File: src/core/ssp_pkg.sv
// Purpose: Shared constants for the serial shift port block
// Assumes: APB with 32-bit data, one register per aligned word
// Notes:   Register indices are the printed offsets; byte address is 4x

package ssp_pkg;

  // ----------------------------------------------------------------------
  // Register map
  // ----------------------------------------------------------------------
  localparam int unsigned ADDR_W = 10;
  localparam logic [7:0] IDX_CTRL = 8'he2; // Transfer control
  localparam logic [7:0] IDX_DIV  = 8'he1; // Divider, length, done flag
  localparam logic [7:0] IDX_DATA = 8'he0; // Data and shift register
  localparam logic [7:0] IDX_AUX  = 8'hdd; // Aux output select, write only

  localparam logic [7:0] CTRL_RST = 8'h00;
  localparam logic [7:0] DIV_RST  = 8'h00;
  localparam logic [7:0] DATA_RST = 8'h00;
  localparam logic       AUX_RST  = 1'b0;

  // ----------------------------------------------------------------------
  // Transfer control fields
  // ----------------------------------------------------------------------
  localparam int unsigned B_ACTIVE = 7;
  localparam int unsigned B_IE     = 6;
  localparam int unsigned B_PHASE  = 5;
  localparam int unsigned B_SRC    = 4;
  localparam int unsigned B_INGATE = 3;
  localparam int unsigned B_GSTART = 2;
  localparam int unsigned B_FBYP   = 1;
  localparam int unsigned B_POL    = 0;

  // ----------------------------------------------------------------------
  // Divider register fields and aux select bit
  // ----------------------------------------------------------------------
  localparam int unsigned B_DONE   = 7;
  localparam int unsigned LEN_HI   = 6;
  localparam int unsigned LEN_LO   = 3;
  localparam int unsigned CD_HI    = 2;
  localparam int unsigned CD_LO    = 0;
  localparam int unsigned B_AUXSEL = 0;

  // ----------------------------------------------------------------------
  // Timing
  // ----------------------------------------------------------------------
  localparam logic [3:0] BASE_DIV_M1 = 4'd12; // Core cycle clock is clk/13

  // Transfer sequencer states
  typedef enum logic [1:0] {
    SSP_IDLE,
    SSP_WAIT,
    SSP_SHIFT
  } ssp_state_t;

endpackage : ssp_pkg

File: src/core/ssp_filter.sv
// Purpose: Noise filter for one serial pin
// Assumes: Input already synchronous to clk
// Notes:   A level must be seen on two edges in a row to pass

`timescale 1ns/100ps

module ssp_filter (
  // Clock and reset
  input  wire logic clk,
  input  wire logic sys_rst,
  // Pin and control
  input  wire logic raw,
  input  wire logic bypass,
  output wire logic filt
);

  logic seen_r;
  logic held_r;

  // Two-sample agreement drops one-cycle pulses
  always_ff @(posedge clk) begin
    if (sys_rst) begin
      seen_r <= 1'b0;
      held_r <= 1'b0;
    end else begin
      seen_r <= raw;
      if (raw == seen_r) begin
        held_r <= raw;
      end
    end
  end

  assign filt = bypass ? raw : held_r;

endmodule : ssp_filter

File: src/core/ssp_port.sv
// Purpose: Serial shift port with mode control, APB register access
// Assumes: clk is the core clock; pins are synchronous to clk
// Notes:   SCK and serial output use separate out and enable signals
//
// Notes on behaviour
// One 8-bit shift register sends and receives at the same time.
// Source bit low: slave on SCK; high: master driving SCK from clk/13.
// Aux select bit set routes shift output to pin, else plain port line.
// Done request ORed with port interrupt; done flag tells them apart.
// Reset clears transfer control; otherwise software reads and writes it.
// Software never sets gated start and input gating together.
// Active bit clears itself at end; interrupt if enabled; pollable.
// Clearing active aborts the transfer and requests an interrupt if enabled.
// Transfer interrupt enabled only while enable bit six is one.
// Phase clear: first bit out on load; set: on first change edge.
// Input gating clear shifts in zeros, set shifts in pin level.
// Gated start waits for active bit and high serial input level.
// A started gated transfer runs on if serial input falls.
// Filter bit zero removes short pulses on input and clock.
// Polarity picks capture and change edges together with phase.
// End after programmed bit count; longer frames drop leading bits.
// Software sets input pin as input; slave clock comes from master.
// Frame length is a four-bit field, codes one to fifteen.
// Master divides base clock by 1,2,4,8,16,32,64 or 256.
// Data shift most significant bit first.
// Done flag sticky until cleared; divider and data locked while active.
// Software sets up data and mode before setting active.

`timescale 1ns/100ps

module ssp_port (
  // Clock and reset
  input  wire logic                      clk,
  input  wire logic                      sys_rst,
  // APB slave
  input  wire logic                      psel,
  input  wire logic                      penable,
  input  wire logic                      pwrite,
  input  wire logic [ssp_pkg::ADDR_W-1:0] paddr,
  input  wire logic [31:0]               pwdata,
  output wire logic [31:0]               prdata,
  output wire logic                      pready,
  output wire logic                      pslverr,
  // Serial clock pin
  input  wire logic                      sck_in,
  output wire logic                      sck_out,
  output wire logic                      sck_oe,
  // Serial data pins
  input  wire logic                      sin,
  output wire logic                      sout_out,
  output wire logic                      sout_oe,
  // Plain port function of the serial output pin
  input  wire logic                      port_out,
  input  wire logic                      port_oe,
  // Shared interrupt vector
  input  wire logic                      port_irq,
  output wire logic                      irq_vec2
);

  import ssp_pkg::*;

  // ----------------------------------------------------------------------
  // Helpers
  // ----------------------------------------------------------------------
  // Divider code to terminal count of the base tick counter
  function automatic logic [7:0] div_last(input logic [2:0] code);
    logic [7:0] r;
    r = 8'h00;
    unique case (code)
      3'd0: r = 8'h00;
      3'd1: r = 8'h01;
      3'd2: r = 8'h03;
      3'd3: r = 8'h07;
      3'd4: r = 8'h0f;
      3'd5: r = 8'h1f;
      3'd6: r = 8'h3f;
      3'd7: r = 8'hff;
    endcase
    return r;
  endfunction : div_last

  // ----------------------------------------------------------------------
  // State
  // ----------------------------------------------------------------------
  logic [7:0]  ctrl_r;
  logic [7:0]  ctrl_nxt;
  logic [6:0]  div_r;
  logic        done_r;
  logic        done_nxt;
  logic [7:0]  sr_r;
  logic [7:0]  sr_nxt;
  logic        aux_r;
  logic [31:0] rdata_r;
  logic        out_r;
  logic        sck_lvl_r;
  logic        sck_prev_r;
  logic [3:0]  base_cnt_r;
  logic [7:0]  div_cnt_r;
  logic [3:0]  bit_cnt_r;
  logic [3:0]  bit_cnt_nxt;
  ssp_state_t  state_r;
  ssp_state_t  state_nxt;

  // ----------------------------------------------------------------------
  // APB decode
  // ----------------------------------------------------------------------
  wire [7:0] idx      = paddr[ADDR_W-1:2];
  wire       hit_ctrl = (idx == IDX_CTRL);
  wire       hit_div  = (idx == IDX_DIV);
  wire       hit_data = (idx == IDX_DATA);
  wire       hit_aux  = (idx == IDX_AUX);
  wire       mapped   = hit_ctrl | hit_div | hit_data | hit_aux;
  wire       setup    = psel & ~penable;
  wire       wr_ok    = psel & penable & pwrite & mapped;
  wire       busy     = ctrl_r[B_ACTIVE];
  wire       wr_ctrl  = wr_ok & hit_ctrl;
  wire       wr_div   = wr_ok & hit_div & ~busy;
  wire       wr_data  = wr_ok & hit_data & ~busy;
  wire       wr_aux   = wr_ok & hit_aux;

  assign pready  = 1'b1;
  assign pslverr = psel & penable & ~mapped;
  assign prdata  = rdata_r;

  // ----------------------------------------------------------------------
  // Mode fields
  // ----------------------------------------------------------------------
  wire       ie      = ctrl_r[B_IE];
  wire       phase   = ctrl_r[B_PHASE];
  wire       master  = ctrl_r[B_SRC];
  wire       in_gate = ctrl_r[B_INGATE];
  wire       gstart  = ctrl_r[B_GSTART];
  wire       fbyp    = ctrl_r[B_FBYP];
  wire       pol     = ctrl_r[B_POL];
  wire [3:0] flen    = div_r[LEN_HI:LEN_LO];
  wire [2:0] cdiv    = div_r[CD_HI:CD_LO];

  // ----------------------------------------------------------------------
  // Pin filters
  // ----------------------------------------------------------------------
  logic sin_f;
  logic sck_f;

  // Short glitches removed unless bypassed
  ssp_filter u_fsin (
    .clk    (clk),
    .sys_rst(sys_rst),
    .raw    (sin),
    .bypass (fbyp),
    .filt   (sin_f)
  );

  ssp_filter u_fsck (
    .clk    (clk),
    .sys_rst(sys_rst),
    .raw    (sck_in),
    .bypass (fbyp),
    .filt   (sck_f)
  );

  // ----------------------------------------------------------------------
  // Clock events
  // ----------------------------------------------------------------------
  wire shifting  = (state_r == SSP_SHIFT);
  wire base_tick = (base_cnt_r == BASE_DIV_M1);
  wire half_tick = shifting & master & base_tick
                   & (div_cnt_r == div_last(cdiv));
  // Master edges from own clock; slave edges from filtered SCK
  wire m_lead    = half_tick & (sck_lvl_r == pol);
  wire m_trail   = half_tick & (sck_lvl_r != pol);
  wire s_lead    = shifting & ~master & (sck_prev_r == pol)
                   & (sck_f != pol);
  wire s_trail   = shifting & ~master & (sck_prev_r != pol)
                   & (sck_f == pol);
  wire lead_ev   = m_lead | s_lead;
  wire trail_ev  = m_trail | s_trail;
  // Phase picks which edge captures and which one changes data
  wire sample_ev = phase ? trail_ev : lead_ev;
  wire change_ev = phase ? lead_ev : trail_ev;
  wire din       = in_gate & sin_f;

  // ----------------------------------------------------------------------
  // Sequencer
  // ----------------------------------------------------------------------
  wire wr_act  = wr_ctrl & pwdata[B_ACTIVE];
  wire abort   = (state_r != SSP_IDLE) & wr_ctrl & ~pwdata[B_ACTIVE];
  wire last    = sample_ev & (bit_cnt_nxt == flen);
  // Master ends once SCK is back at idle; slave at last capture
  wire finish  = shifting & (master ? (m_trail & (bit_cnt_nxt == flen))
                                    : last);
  wire go_now  = ~gstart | sin_f;
  wire end_ev  = finish | abort;

  assign bit_cnt_nxt = bit_cnt_r + {3'b000, sample_ev};

  // Next state of the transfer sequencer
  always_comb begin
    state_nxt = state_r;
    unique case (state_r)
      SSP_IDLE: begin
        if (busy) begin
          state_nxt = go_now ? SSP_SHIFT : SSP_WAIT;
        end
      end
      SSP_WAIT: begin
        if (abort) begin
          state_nxt = SSP_IDLE;
        end else if (sin_f) begin
          state_nxt = SSP_SHIFT;
        end
      end
      SSP_SHIFT: begin
        // Serial input level no longer matters here
        if (end_ev) begin
          state_nxt = SSP_IDLE;
        end
      end
    endcase
  end

  // Control register next value, hardware end clears active
  always_comb begin
    ctrl_nxt = ctrl_r;
    if (finish) begin
      ctrl_nxt[B_ACTIVE] = 1'b0;
    end
    if (wr_ctrl) begin
      ctrl_nxt = pwdata[7:0];
    end
  end

  // Done flag: set at end if enabled, set beats software clear
  always_comb begin
    done_nxt = done_r;
    if (wr_div & ~pwdata[B_DONE]) begin
      done_nxt = 1'b0;
    end
    if (end_ev & ie) begin
      done_nxt = 1'b1;
    end
  end

  // Shift register: load, or shift MSB first on capture edge
  always_comb begin
    sr_nxt = sr_r;
    if (wr_data) begin
      sr_nxt = pwdata[7:0];
    end else if (sample_ev) begin
      sr_nxt = {sr_r[6:0], din};
    end
  end

  // ----------------------------------------------------------------------
  // Registers
  // ----------------------------------------------------------------------
  // Software visible registers
  always_ff @(posedge clk) begin
    if (sys_rst) begin
      ctrl_r <= CTRL_RST;
      div_r  <= DIV_RST[6:0];
      done_r <= DIV_RST[B_DONE];
      sr_r   <= DATA_RST;
      aux_r  <= AUX_RST;
    end else begin
      ctrl_r <= ctrl_nxt;
      done_r <= done_nxt;
      sr_r   <= sr_nxt;
      if (wr_div) begin
        div_r <= pwdata[6:0];
      end
      if (wr_aux) begin
        aux_r <= pwdata[B_AUXSEL];
      end
    end
  end

  // Sequencer state and bit counter
  always_ff @(posedge clk) begin
    if (sys_rst) begin
      state_r   <= SSP_IDLE;
      bit_cnt_r <= 4'h0;
    end else begin
      state_r   <= state_nxt;
      bit_cnt_r <= shifting ? bit_cnt_nxt : 4'h0;
    end
  end

  // Base clock and bit clock dividers, restart per transfer
  always_ff @(posedge clk) begin
    if (sys_rst || !shifting) begin
      base_cnt_r <= 4'h0;
      div_cnt_r  <= 8'h00;
    end else begin
      base_cnt_r <= base_tick ? 4'h0 : base_cnt_r + 4'h1;
      if (half_tick) begin
        div_cnt_r <= 8'h00;
      end else if (base_tick) begin
        div_cnt_r <= div_cnt_r + 8'h01;
      end
    end
  end

  // Master SCK level, idle at polarity between transfers
  always_ff @(posedge clk) begin
    if (sys_rst) begin
      sck_lvl_r <= 1'b0;
    end else if (!shifting) begin
      sck_lvl_r <= pol;
    end else if (half_tick) begin
      sck_lvl_r <= ~sck_lvl_r;
    end
  end

  // Slave edge history and serial output bit
  always_ff @(posedge clk) begin
    if (sys_rst) begin
      sck_prev_r <= 1'b0;
      out_r      <= 1'b0;
    end else begin
      sck_prev_r <= shifting ? sck_f : pol;
      if (!shifting && !phase) begin
        out_r <= sr_nxt[7];
      end else if (change_ev) begin
        out_r <= sr_r[7];
      end
    end
  end

  // Read data captured in the setup cycle
  always_ff @(posedge clk) begin
    if (sys_rst) begin
      rdata_r <= 32'h0000_0000;
    end else if (setup) begin
      rdata_r <= 32'h0000_0000;
      if (!pwrite && hit_ctrl) begin
        rdata_r[7:0] <= ctrl_r;
      end else if (!pwrite && hit_div) begin
        rdata_r[7:0] <= {done_r, div_r};
      end else if (!pwrite && hit_data) begin
        rdata_r[7:0] <= sr_r;
      end
    end
  end

  // ----------------------------------------------------------------------
  // Pins and interrupt
  // ----------------------------------------------------------------------
  assign sck_oe   = master;
  assign sck_out  = master ? sck_lvl_r : 1'b0;
  assign sout_out = aux_r ? out_r : port_out;
  assign sout_oe  = aux_r ? 1'b1 : port_oe;
  assign irq_vec2 = (done_r & ie) | port_irq;

endmodule : ssp_port

File: config.mk
export PLATFORM = sky130hd
export DESIGN_NAME = ssp_port
export DESIGN_NICKNAME = d
export VERILOG_FILES = /design/src/core/ssp_pkg.sv /design/src/core/ssp_filter.sv /design/src/core/ssp_port.sv
export SDC_FILE = /design/constraint.sdc
export NUM_CORES = 1
export LEC_CHECK = 0
export ABC_AREA = 1
export BUFFER_PORTS_ARGS = -buffer_cell sky130_fd_sc_hd__buf_2
export CELL_PAD_IN_SITES_DETAIL_PLACEMENT = 0
export CELL_PAD_IN_SITES_GLOBAL_PLACEMENT = 1
export CORE_ASPECT_RATIO = 1.4
export CORE_MARGIN = 2
export CORE_UTILIZATION = 41
export DETAILED_ROUTE_END_ITERATION = 16
export HOLD_SLACK_MARGIN = 0.12
export PLACE_DENSITY = 0.93
export REMOVE_ABC_BUFFERS = 1
export SETUP_SLACK_MARGIN = 0.1
export SLEW_MARGIN = 20
export SYNTH_ARGS = -nofsm -noshare
export SYNTH_HDL_FRONTEND = slang
export SYNTH_SLANG_ARGS = --single-unit
File: constraint.sdc
create_clock -name clk -period 5 [get_ports clk]
set_clock_uncertainty 0.1 [all_clocks]
set_input_delay 0.75 -clock clk [delete_from_list [all_inputs] [get_ports clk]]
set_output_delay 0.75 -clock clk [all_outputs]
set_load 0.02 [all_outputs]
; Word level (Yosys, flattened, before mapping)
; Memory sizes are Yosys's and may differ from the RTL's. A register that Yosys moved wholly into a read port is not among the register bits.
; Cells that the tools add are included.
[totals]
regBits = 58
latch_bits = 0
ramBits = 0
mem_bits_ro = 64
in_bits = 52
out_inout_bits = 39
word_cells = 138
n_memories = 1
[mem_list]
columns = memory, depth, width, rd, rd_ports_with_merged_regs, write_ports, line_no
row1 = (name not given), 8, 8, 1, 1, 0, ssp_port.sv:69  ; unique case (code)
[op_classes]
n_addsub = 3
mul = 0
div_mod_pow = 0
order_cmp = 0
n_eq_ne = 21
shift = 0
mux = 30
bitwise_logic = 46
reduce_logical = 18
[ops]
columns = operator, count
row1 = $mux W8, 6
row2 = $eq A8 B8 Y1 const B, 4
row3 = $and A1 B1 Y1, 30
row4 = $mux W1, 16
row5 = $mux W2, 5
row6 = $reduce_bool A2 Y1, 5
row7 = $add A8 B1 Y8 const B, 1
row8 = $eq A8 B8 Y1, 1
row9 = $not A1 Y1, 8
row10 = $or A1 B1 Y1, 8
row11 = $mux W3, 2
row12 = $pmux W2 S3, 1
row13 = $reduce_or A2 Y1, 3
row14 = $eq A1 B1 Y1, 5
row15 = $add A4 B1 Y4, 1
row16 = $add A4 B1 Y4 const B, 1
row17 = $eq A4 B4 Y1, 1
row18 = $eq A4 B4 Y1 const B, 1
row19 = $logic_and A1 B1 Y1, 4
row20 = $ne A2 B1 Y1 const B, 2
row21 = $logic_not A1 Y1, 3
row22 = $ne A1 B1 Y1, 3
row23 = $ne A3 B3 Y1 const B, 1
row24 = $reduce_and A3 Y1, 1
row25 = other kinds (5), 5

; Depth between registers and ports, before layout
; Gate-level depths: netlist (run 1).
[depth]
depth_word = 15
mapped_depth = 26
mapped_depth_nobuf = 26

; Modules after synthesis
; Synthesis (run 1) repeated with hierarchy kept, for this count alone.
[unflattened]
cells_unflattened = 474
area_unflattened_um2 = 3524.6
[modules_own_cells]
columns = module, n_inst, cells_per_inst, area_per_inst_um2, seq_area_each_um2
row1 = ssp_port, 1, 456, 3379.5, 1221.2
row2 = ssp_filter, 2, 9, 72.6, 40.0

; Worst setup path after synthesis (run 1)
; OpenSTA, ideal clock, no wires.
[synth_timing]
path_type = in2reg
from = in sck_in
to = reg state_r[1]
setup_time_ns = 0.113
arrival_time_ns = 2.754
t_required_ns = 4.787
slack_ns = 2.034
cell_stages = 20
n_path_buf = 0
cell_sequence = nand2_1 -> nand2_1 -> xor2_1 -> or2_1 -> nand3_2 -> nand2_4 -> inv_2 -> ha_1 -> ha_1 -> inv_1 -> a21oi_1 -> o211ai_1 -> nor2_1 -> nand3_1 -> a21oi_1 -> nand2_2 -> nand3_2 -> nand2_2 -> nor2_1 -> nor2_1
[synth_between]
elab_chain_cells = 13
elab_cells_between_ends = 17
classes_between = 1 x add/sub / 4 x eq/ne / 3 x mux / 8 x bitwise / 1 x reduce/logical
[synth_lines]
columns = element, line_no
row1 = from (decl), ssp_port.sv:45  ; input wire logic sck_in,
row2 = $mux W1 *, ssp_filter.sv:33  ; assign filt = bypass ? raw : held_r;
row3 = $ne A1 B1 Y1 or $eq A1 B1 Y1 (tied branches), "ssp_port.sv:172, ssp_port.sv:174"
row4 = $and A1 B1 Y1 (on tied branches), "ssp_port.sv:172, ssp_port.sv:174"
row5 = $or A1 B1 Y1 (on tied branches), "ssp_port.sv:175, ssp_port.sv:176"
row6 = $mux W1 *, ssp_port.sv:178  ; wire sample_ev = phase ? trail_ev : lead_ev;
row7 = $add A4 B1 Y4 *, ssp_port.sv:194  ; assign bit_cnt_nxt = bit_cnt_r + {3'b000, sample_ev};
row8 = net bit_cnt_nxt[1], ssp_port.sv:100  ; logic [3:0] bit_cnt_nxt;
row9 = $eq A4 B4 Y1 *, "ssp_port.sv:187, ssp_port.sv:189"
row10 = $and A1 B1 Y1 (on tied branches), "ssp_port.sv:187, ssp_port.sv:189"
row11 = $mux W1 *, ssp_port.sv:189  ; wire finish = shifting & (master ? (m_trail & (bit_cnt_nxt == flen))
row12 = $and A1 B1 Y1 *, ssp_port.sv:189
row13 = $or A1 B1 Y1 *, ssp_port.sv:192  ; wire end_ev = finish | abort;
row14 = $ne A2 B1 Y1 (no source line) *, -
row15 = $reduce_and A3 Y1 (no source line) *, -
row16 = to (signal assigned), ssp_port.sv:283  ; state_r <= state_nxt;
row17 = to (decl), ssp_port.sv:101  ; ssp_state_t state_r;
; Mark *: on every way through the listed nets, which the timed path passes. The rest lies on a longest branch.
; A chain may end at the register's enable or synchronous reset.

; Worst setup path in the final report (run 1)
[layout_timing]
from = reg state_r[0]
to = reg state_r[0]
[layout_between]
elab_chain_cells = 15
elab_cells_between_ends = 32
classes_between = 1 x add/sub / 6 x eq/ne / 4 x mux / 18 x bitwise / 3 x reduce/logical
[layout_lines]
columns = element, line_no
row1 = $eq A2 B2 Y1 *, ssp_port.sv:164  ; wire shifting = (state_r == SSP_SHIFT);
row2 = $and A1 B1 Y1 (2 in series), ssp_port.sv:166  ; wire half_tick = shifting & master & base_tick
row3 = $and A1 B1 Y1, ssp_port.sv:167  ; & (div_cnt_r == div_last(cdiv));
row4 = $and A1 B1 Y1 (on tied branches), "ssp_port.sv:169, ssp_port.sv:170"
row5 = $or A1 B1 Y1 (on tied branches), "ssp_port.sv:175, ssp_port.sv:176"
row6 = $mux W1 *, ssp_port.sv:178
row7 = $add A4 B1 Y4 *, ssp_port.sv:194
row8 = net bit_cnt_nxt[1], ssp_port.sv:100
row9 = $eq A4 B4 Y1 *, "ssp_port.sv:187, ssp_port.sv:189"
row10 = $and A1 B1 Y1 (on tied branches), "ssp_port.sv:187, ssp_port.sv:189"
row11 = $mux W1 *, ssp_port.sv:189
row12 = $and A1 B1 Y1 *, ssp_port.sv:189
row13 = $or A1 B1 Y1 *, ssp_port.sv:192
row14 = $ne A2 B1 Y1 (no source line) *, -
row15 = $reduce_and A3 Y1 (no source line) *, -
; Marks and branches as above.

==> results of run 1 <==
[power by group through the flow]
stage | Sequential, mW | Combinational, mW | Clock, mW
after floorplan | 0.561 | 0.153 | 0
after global placement | 0.559 | 0.207 | 0
after detailed placement | 0.560 | 0.212 | 0
after CTS | 0.549 | 0.213 | 0.575
after global routing | 0.550 | 0.242 | 0.592
final | 0.549 | 0.212 | 0.565
[kinds of logic after synthesis]
group / share of synthesized area, %
adders and majority gates: 2.85
other: 0.214
and+or+nand+nor: 30.2
DFF: 37.1
AOI/OAI and AO/OA: 12.5
xor gates and xnor gates: 3.50
buffers and inverters: 13.7
[area by class of cell]
cell class | instances | area, um^2
clock inverter | 3 | 17.5
inverter | 71 | 267
clock buffer | 11 | 253
multi-input combinational | 329 | 1810
fill | 825 | 4270
sequential | 65 | 1300
timing repair buffer | 40 | 203
tap | 102 | 128
[cells in the final DEF, fill, tap and decap left out, drive strengths merged]
cell,n
nand3,30
clkinvlp,1
ha,8
nand3b,2
nand2,92
clkinv,6
nor2,64
conb,25
a31oi,5
o22ai,1
nand4,3
xor2,6
a211oi,4
dfxtp,65
o2111ai,8
clkbuf,11
nor3b,1
a21oi,23
inv,67
buf,40
nor3,9
xnor2,8
a21o,1
o21ai,22
or2,4
nor4,4
o211ai,9
[per-layer routing]
layer | vias up | part of all wire, % | global-route usage [%]
met5 | - | 0 | 0
met4 | 0 | 3.6 | 8.78
met3 | 21 | 4.8 | 4.03
met2 | 91 | 52 | 32.4
met1 | 1394 | 39 | 21.3
li1 | 1570 | - | -
[critical path, cell delays in order, from the launching register on]
cell and delay, ns:
dfxtp_1 0.31, inv_1 0.09, ha_1 0.30, inv_1 0.17, nor2_2 0.13, nand2_1 0.06
or2_1 0.26, nand3_2 0.11, nand2_4 0.07, inv_2 0.15, ha_1 0.19, ha_1 0.12
inv_1 0.05, a21oi_1 0.12, o211ai_1 0.11, nor2_1 0.12, nand3_1 0.09, a21oi_1 0.16
nand2_2 0.11, nand3_2 0.07, nand2_2 0.07, nand2_1 0.06, nand2_1 0.04, nor2_1 0.10
[worst paths after layout]
path                            cells after the start                  endpoint                     start
worst max-delay path                               23   state_r[0]$_SDFFE_PP0P_   state_r[0]$_SDFFE_PP0P_
worst max register to register                     23   state_r[0]$_SDFFE_PP0P_   state_r[0]$_SDFFE_PP0P_
worst min register to register                      1  base_cnt_r[0]$_SDFF_PP0_  base_cnt_r[0]$_SDFF_PP0_
worst min-delay path                                1  base_cnt_r[0]$_SDFF_PP0_  base_cnt_r[0]$_SDFF_PP0_
[per-stage QoR]
| step | utilization [%] | power (mW) | std cells |
|---|---|---|---|
| finish | 48.3 | 1.32 | 621 |
| detailed placement | 45.0 | 0.772 | 607 |
| global route | 48.3 | 1.38 | 621 |
| CTS | 48.3 | 1.34 | 621 |
| floorplan | - | 0.714 | 465 |
| global placement | 45.0 | 0.766 | 607 |
==> results.cfg, run 1 <==
[floorplan]
die_w_um = 82.2
die_h_um = 113
core_area_um2 = 8250
ioPinCount = 91
start_util_pct = 42.5
dieArea_um2 = 9320
fp-row-count = 39

[worst_setup_path]
worst_setup_path_end_kind = flip-flop
cp_max_fo = 7
critPathArrivalTime_ns = 3.40
r2r_slack_ns = 1.75
critPathKind = reg2reg
worstPathRequired_ns = 5.16
cp-start-kind = flip-flop

[routing]
viasPerCell = 4.95
drt_iter0_markers = 98
vias = 3076
first_pass_iters = 4
drc = 0
postRouteAntennaNets = 0
detail_route.wl_per_cell_um = 12.8
routed_wl_um = 7940

[sta]
tns_ns = 0
hold_slack_ns = 0.361
relSlewSlack_pct = 52.5
fin_ws_ns = 1.75
fin_crit_sh_pct = 65.0
hold_viol = 0
setup_violations = 0
maxSlewViolCount = 0
rsz0062_at_grt = no
timing.fmax_ghz = 0.308
period_needed_ns = 3.25
tightest_slew_ns = 0.712

[job]
drv_cap = 0

[cts]
clk_latency_ns = 0.32
clock_path_buffers = 2
cts_root_buffer = clkbuf_16
tritoncts.num_buffers = 9
path_clk_slew_ns = 0.05
holdBufCountCts = 0
cts_tree = yes
htreeDepth = 3
post_cts_buffers = 0
ctsResizeCount = 0
numClockSinks = 65

[yosys]
yosysTopAreaCell = dfxtp_1
synth_common_cells = 86 x nand2_1, 65 x dfxtp_1, 54 x inv_1
synth_flop_cell = dfxtp_1
synth.cell_area_um2 = 3510
async_flop_share_pct = 0
ys_top_cells_by_area = dfxtp_1 37%, nand2_1 9.2%, inv_1 5.8%
synth_warnings = 0
synthDistinctLibCells = 39
ys_seq_area_share_pct = 37.1
synth_edf_count = 0
synth_top_cell_area_share_pct = 37.1
ys_ff_latch = 65
yosysMostFrequentCell = nand2_1
postSynthAreaPerCell_um2 = 7.41
syn_inst = 473

[grt]
grt_max_degree = 25
gr-total-overflow = 0
grtUsageTotal_pct = 18.7
antenna_found_initial = 0
grt_pass1_vias = 3025
grt_pass1_wl_um = 13400

[placed_design]
pre_cts_ws_ns = 1.51
gp_congestion = 0.893
placed_cell_area_um2 = 3710
io_buffers = 39
dpl.hpwl_um = 6100

[final_layout]
final_area_um2 = 3980
nets = 576
diodes = 0
syn_to_final_growth_pct = 13.5
drive_gt1_share_pct = 18.7

[pwr]
pwr-share-seq_pct = 41.4
power_density_nw_per_um2 = 333
switching_share_pct = 27.6
switchingPower_uw = 366
power.internal_uw = 959
cellLeakagePower_nw = 1.78
ir_drop_v = 0.000219
p_comb_share_pct = 16.0
clkPwrFrac_pct = 42.6

[min_path]
holdCritPathClass = reg2reg

[status]
status = complete, no violations
No activity file was read; power rests on OpenSTA's default activity.
==> inputs of run 2 (changes only) <==
Settings changed: CORE_UTILIZATION 41 to 34, PLACE_DENSITY 0.93 to 0.83.
Clock period 5 ns to 2.7 ns, I/O delays scaled along.
==> results.cfg, run 2 (synthesis gave the netlist of run 1 again) <==
[status]
status = finished with violations
violations = setup timing

[routing]
postRouteAntennaNets = 0
routed_wl_um = 8520
first_pass_iters = 4
vias = 3221
viasPerCell = 4.64
detail_route.wl_per_cell_um = 12.3
drt_iter0_markers = 85
drc = 0

[grt]
use_met2_pct = 30.6
use_met1_pct = 17.4
gr-usage-met3_pct = 2.90
grt_max_degree = 25
grt_pass1_vias = 3187
top_usage_layer = met2
grt_pass1_wl_um = 14500
gr-total-overflow = 0
antenna_found_initial = 0
grtUsageTotal_pct = 16.4

[cts]
holdBufCountCts = 0
htreeDepth = 3
path_clk_slew_ns = 0.06
tritoncts.num_buffers = 9
cts_root_buffer = clkbuf_16
clk_latency_ns = 0.34
clock_path_buffers = 2
cts_tree = yes
numClockSinks = 65

[sta]
fin_ws_ns = -0.134
setup_violations = 4
timing.fmax_ghz = 0.353
hold_viol = 0
rsz0062_at_grt = yes
maxSlewViolCount = 0
fin_crit_sh_pct = 105
hold_slack_ns = 0.204
period_needed_ns = 2.83
tightest_slew_ns = 0.697
relSlewSlack_pct = 53.5

[job]
drv_cap = 0

[worst_setup_path]
cp_max_fo = 4
cp_common_cell = nand2_1
cp-start-kind = flip-flop
critPathKind = reg2reg
ff2ff_path_depth = 25
timing.rr.end = done_r$_SDFFE_PP0P_
critPathMaxStageDelay_ns = 0.33
crit_slowest_cell = dfxtp_2
critPathArrivalTime_ns = 3.00
r2r_slack_ns = -0.13
worst_setup_path_end_kind = flip-flop
crit_buf_inv = 5
cp_top_family = simple AND/OR/NAND/NOR gates
worstPathRequired_ns = 2.87
path_depth = 25
r2r_start = state_r[0]$_SDFFE_PP0P_

[pwr]
ir_drop_v = 0.000315
p_total_mw = 2.74
power_density_nw_per_um2 = 619
cellLeakagePower_nw = 1.99

[min_path]
hp-start = sin
min_path_cells = 3
holdCritPathClass = in2reg
whs_endpoint = u_fsin.held_r$_SDFFE_PP0N_

[placed_design]
io_buffers = 39
pre_cts_ws_ns = -0.386
gp_congestion = 0.869
dpl.hpwl_um = 6590
dpl.cell_count = 671

[final_layout]
drive_gt1_share_pct = 26.7
diodes = 0
postLayoutCoreUtil_pct = 44.5
syn_to_final_growth_pct = 26.2
layout_common_cells = 84 x nand2_1, 64 x dfxtp_1, 53 x nor2_1
mostFrequentLayoutCell = nand2_1
instances_no_fill = 694
nets = 614

[floorplan]
dieArea_um2 = 11200
die_h_um = 124
start_util_pct = 35.2
die_w_um = 89.8
fp-row-count = 43
ioPinCount = 91
core_area_um2 = 9950
[run 2: timing repair]
item,CTS,global route
setup buffers,6,1
pin swaps,11,5
resized for setup,15,1
setup endpoints to repair,4,4
[run 2: tightest hold or removal path: stages]
cell and delay, ns:
buf_2 0.09, a21oi_1 0.03, nor2_1 0.08
[run 2: area by class of cell]
| type | instances | area (um^2) |
|---|---|---|
| clock buffer | 9 | 225 |
| multi-input combinational | 329 | 1880 |
| tap | 135 | 169 |
| timing repair buffer | 78 | 488 |
| sequential | 65 | 1300 |
| fill | 1006 | 5530 |
| inverter | 71 | 270 |
| clock inverter | 7 | 93.8 |
[run 2: worst max-delay path by stage]
stage	start	to	slack, ns
after detailed placement	state_r[0]$_SDFFE_PP0P_	state_r[0]$_SDFFE_PP0P_	-0.39
after global routing	state_r[0]$_SDFFE_PP0P_	state_r[0]$_SDFFE_PP0P_	-0.39
after CTS	state_r[0]$_SDFFE_PP0P_	state_r[0]$_SDFFE_PP0P_	-0.17
final	state_r[0]$_SDFFE_PP0P_	done_r$_SDFFE_PP0P_	-0.13
after global placement	state_r[0]$_SDFFE_PP0P_	state_r[0]$_SDFFE_PP0P_	-0.32
after floorplan	state_r[0]$_SDFFE_PP0P_	state_r[1]$_SDFFE_PP0P_	-0.13
[run 2: stage by stage]
step,setup TNS [ns],instance area [um^2]
after floorplan,-0.290,3380
after global placement,-1.01,3990
after detailed placement,-1.24,3990
after CTS,-0.544,4420
after global routing,-1.38,4430
final,-0.435,4430
[run 2: where the power goes]
group	total, mW	switching (mW)	internal (mW)
Sequential	1.02	0.0222	0.995
Combinational	0.477	0.295	0.182
Clock	1.25	0.438	0.807
Total	2.74	0.756	1.98
[run 2: metal layers]
layer	wire length, um	vias up
met5	0	-
met4	303	0
met3	300	21
met2	4430	69
met1	3490	1485
li1	-	1646
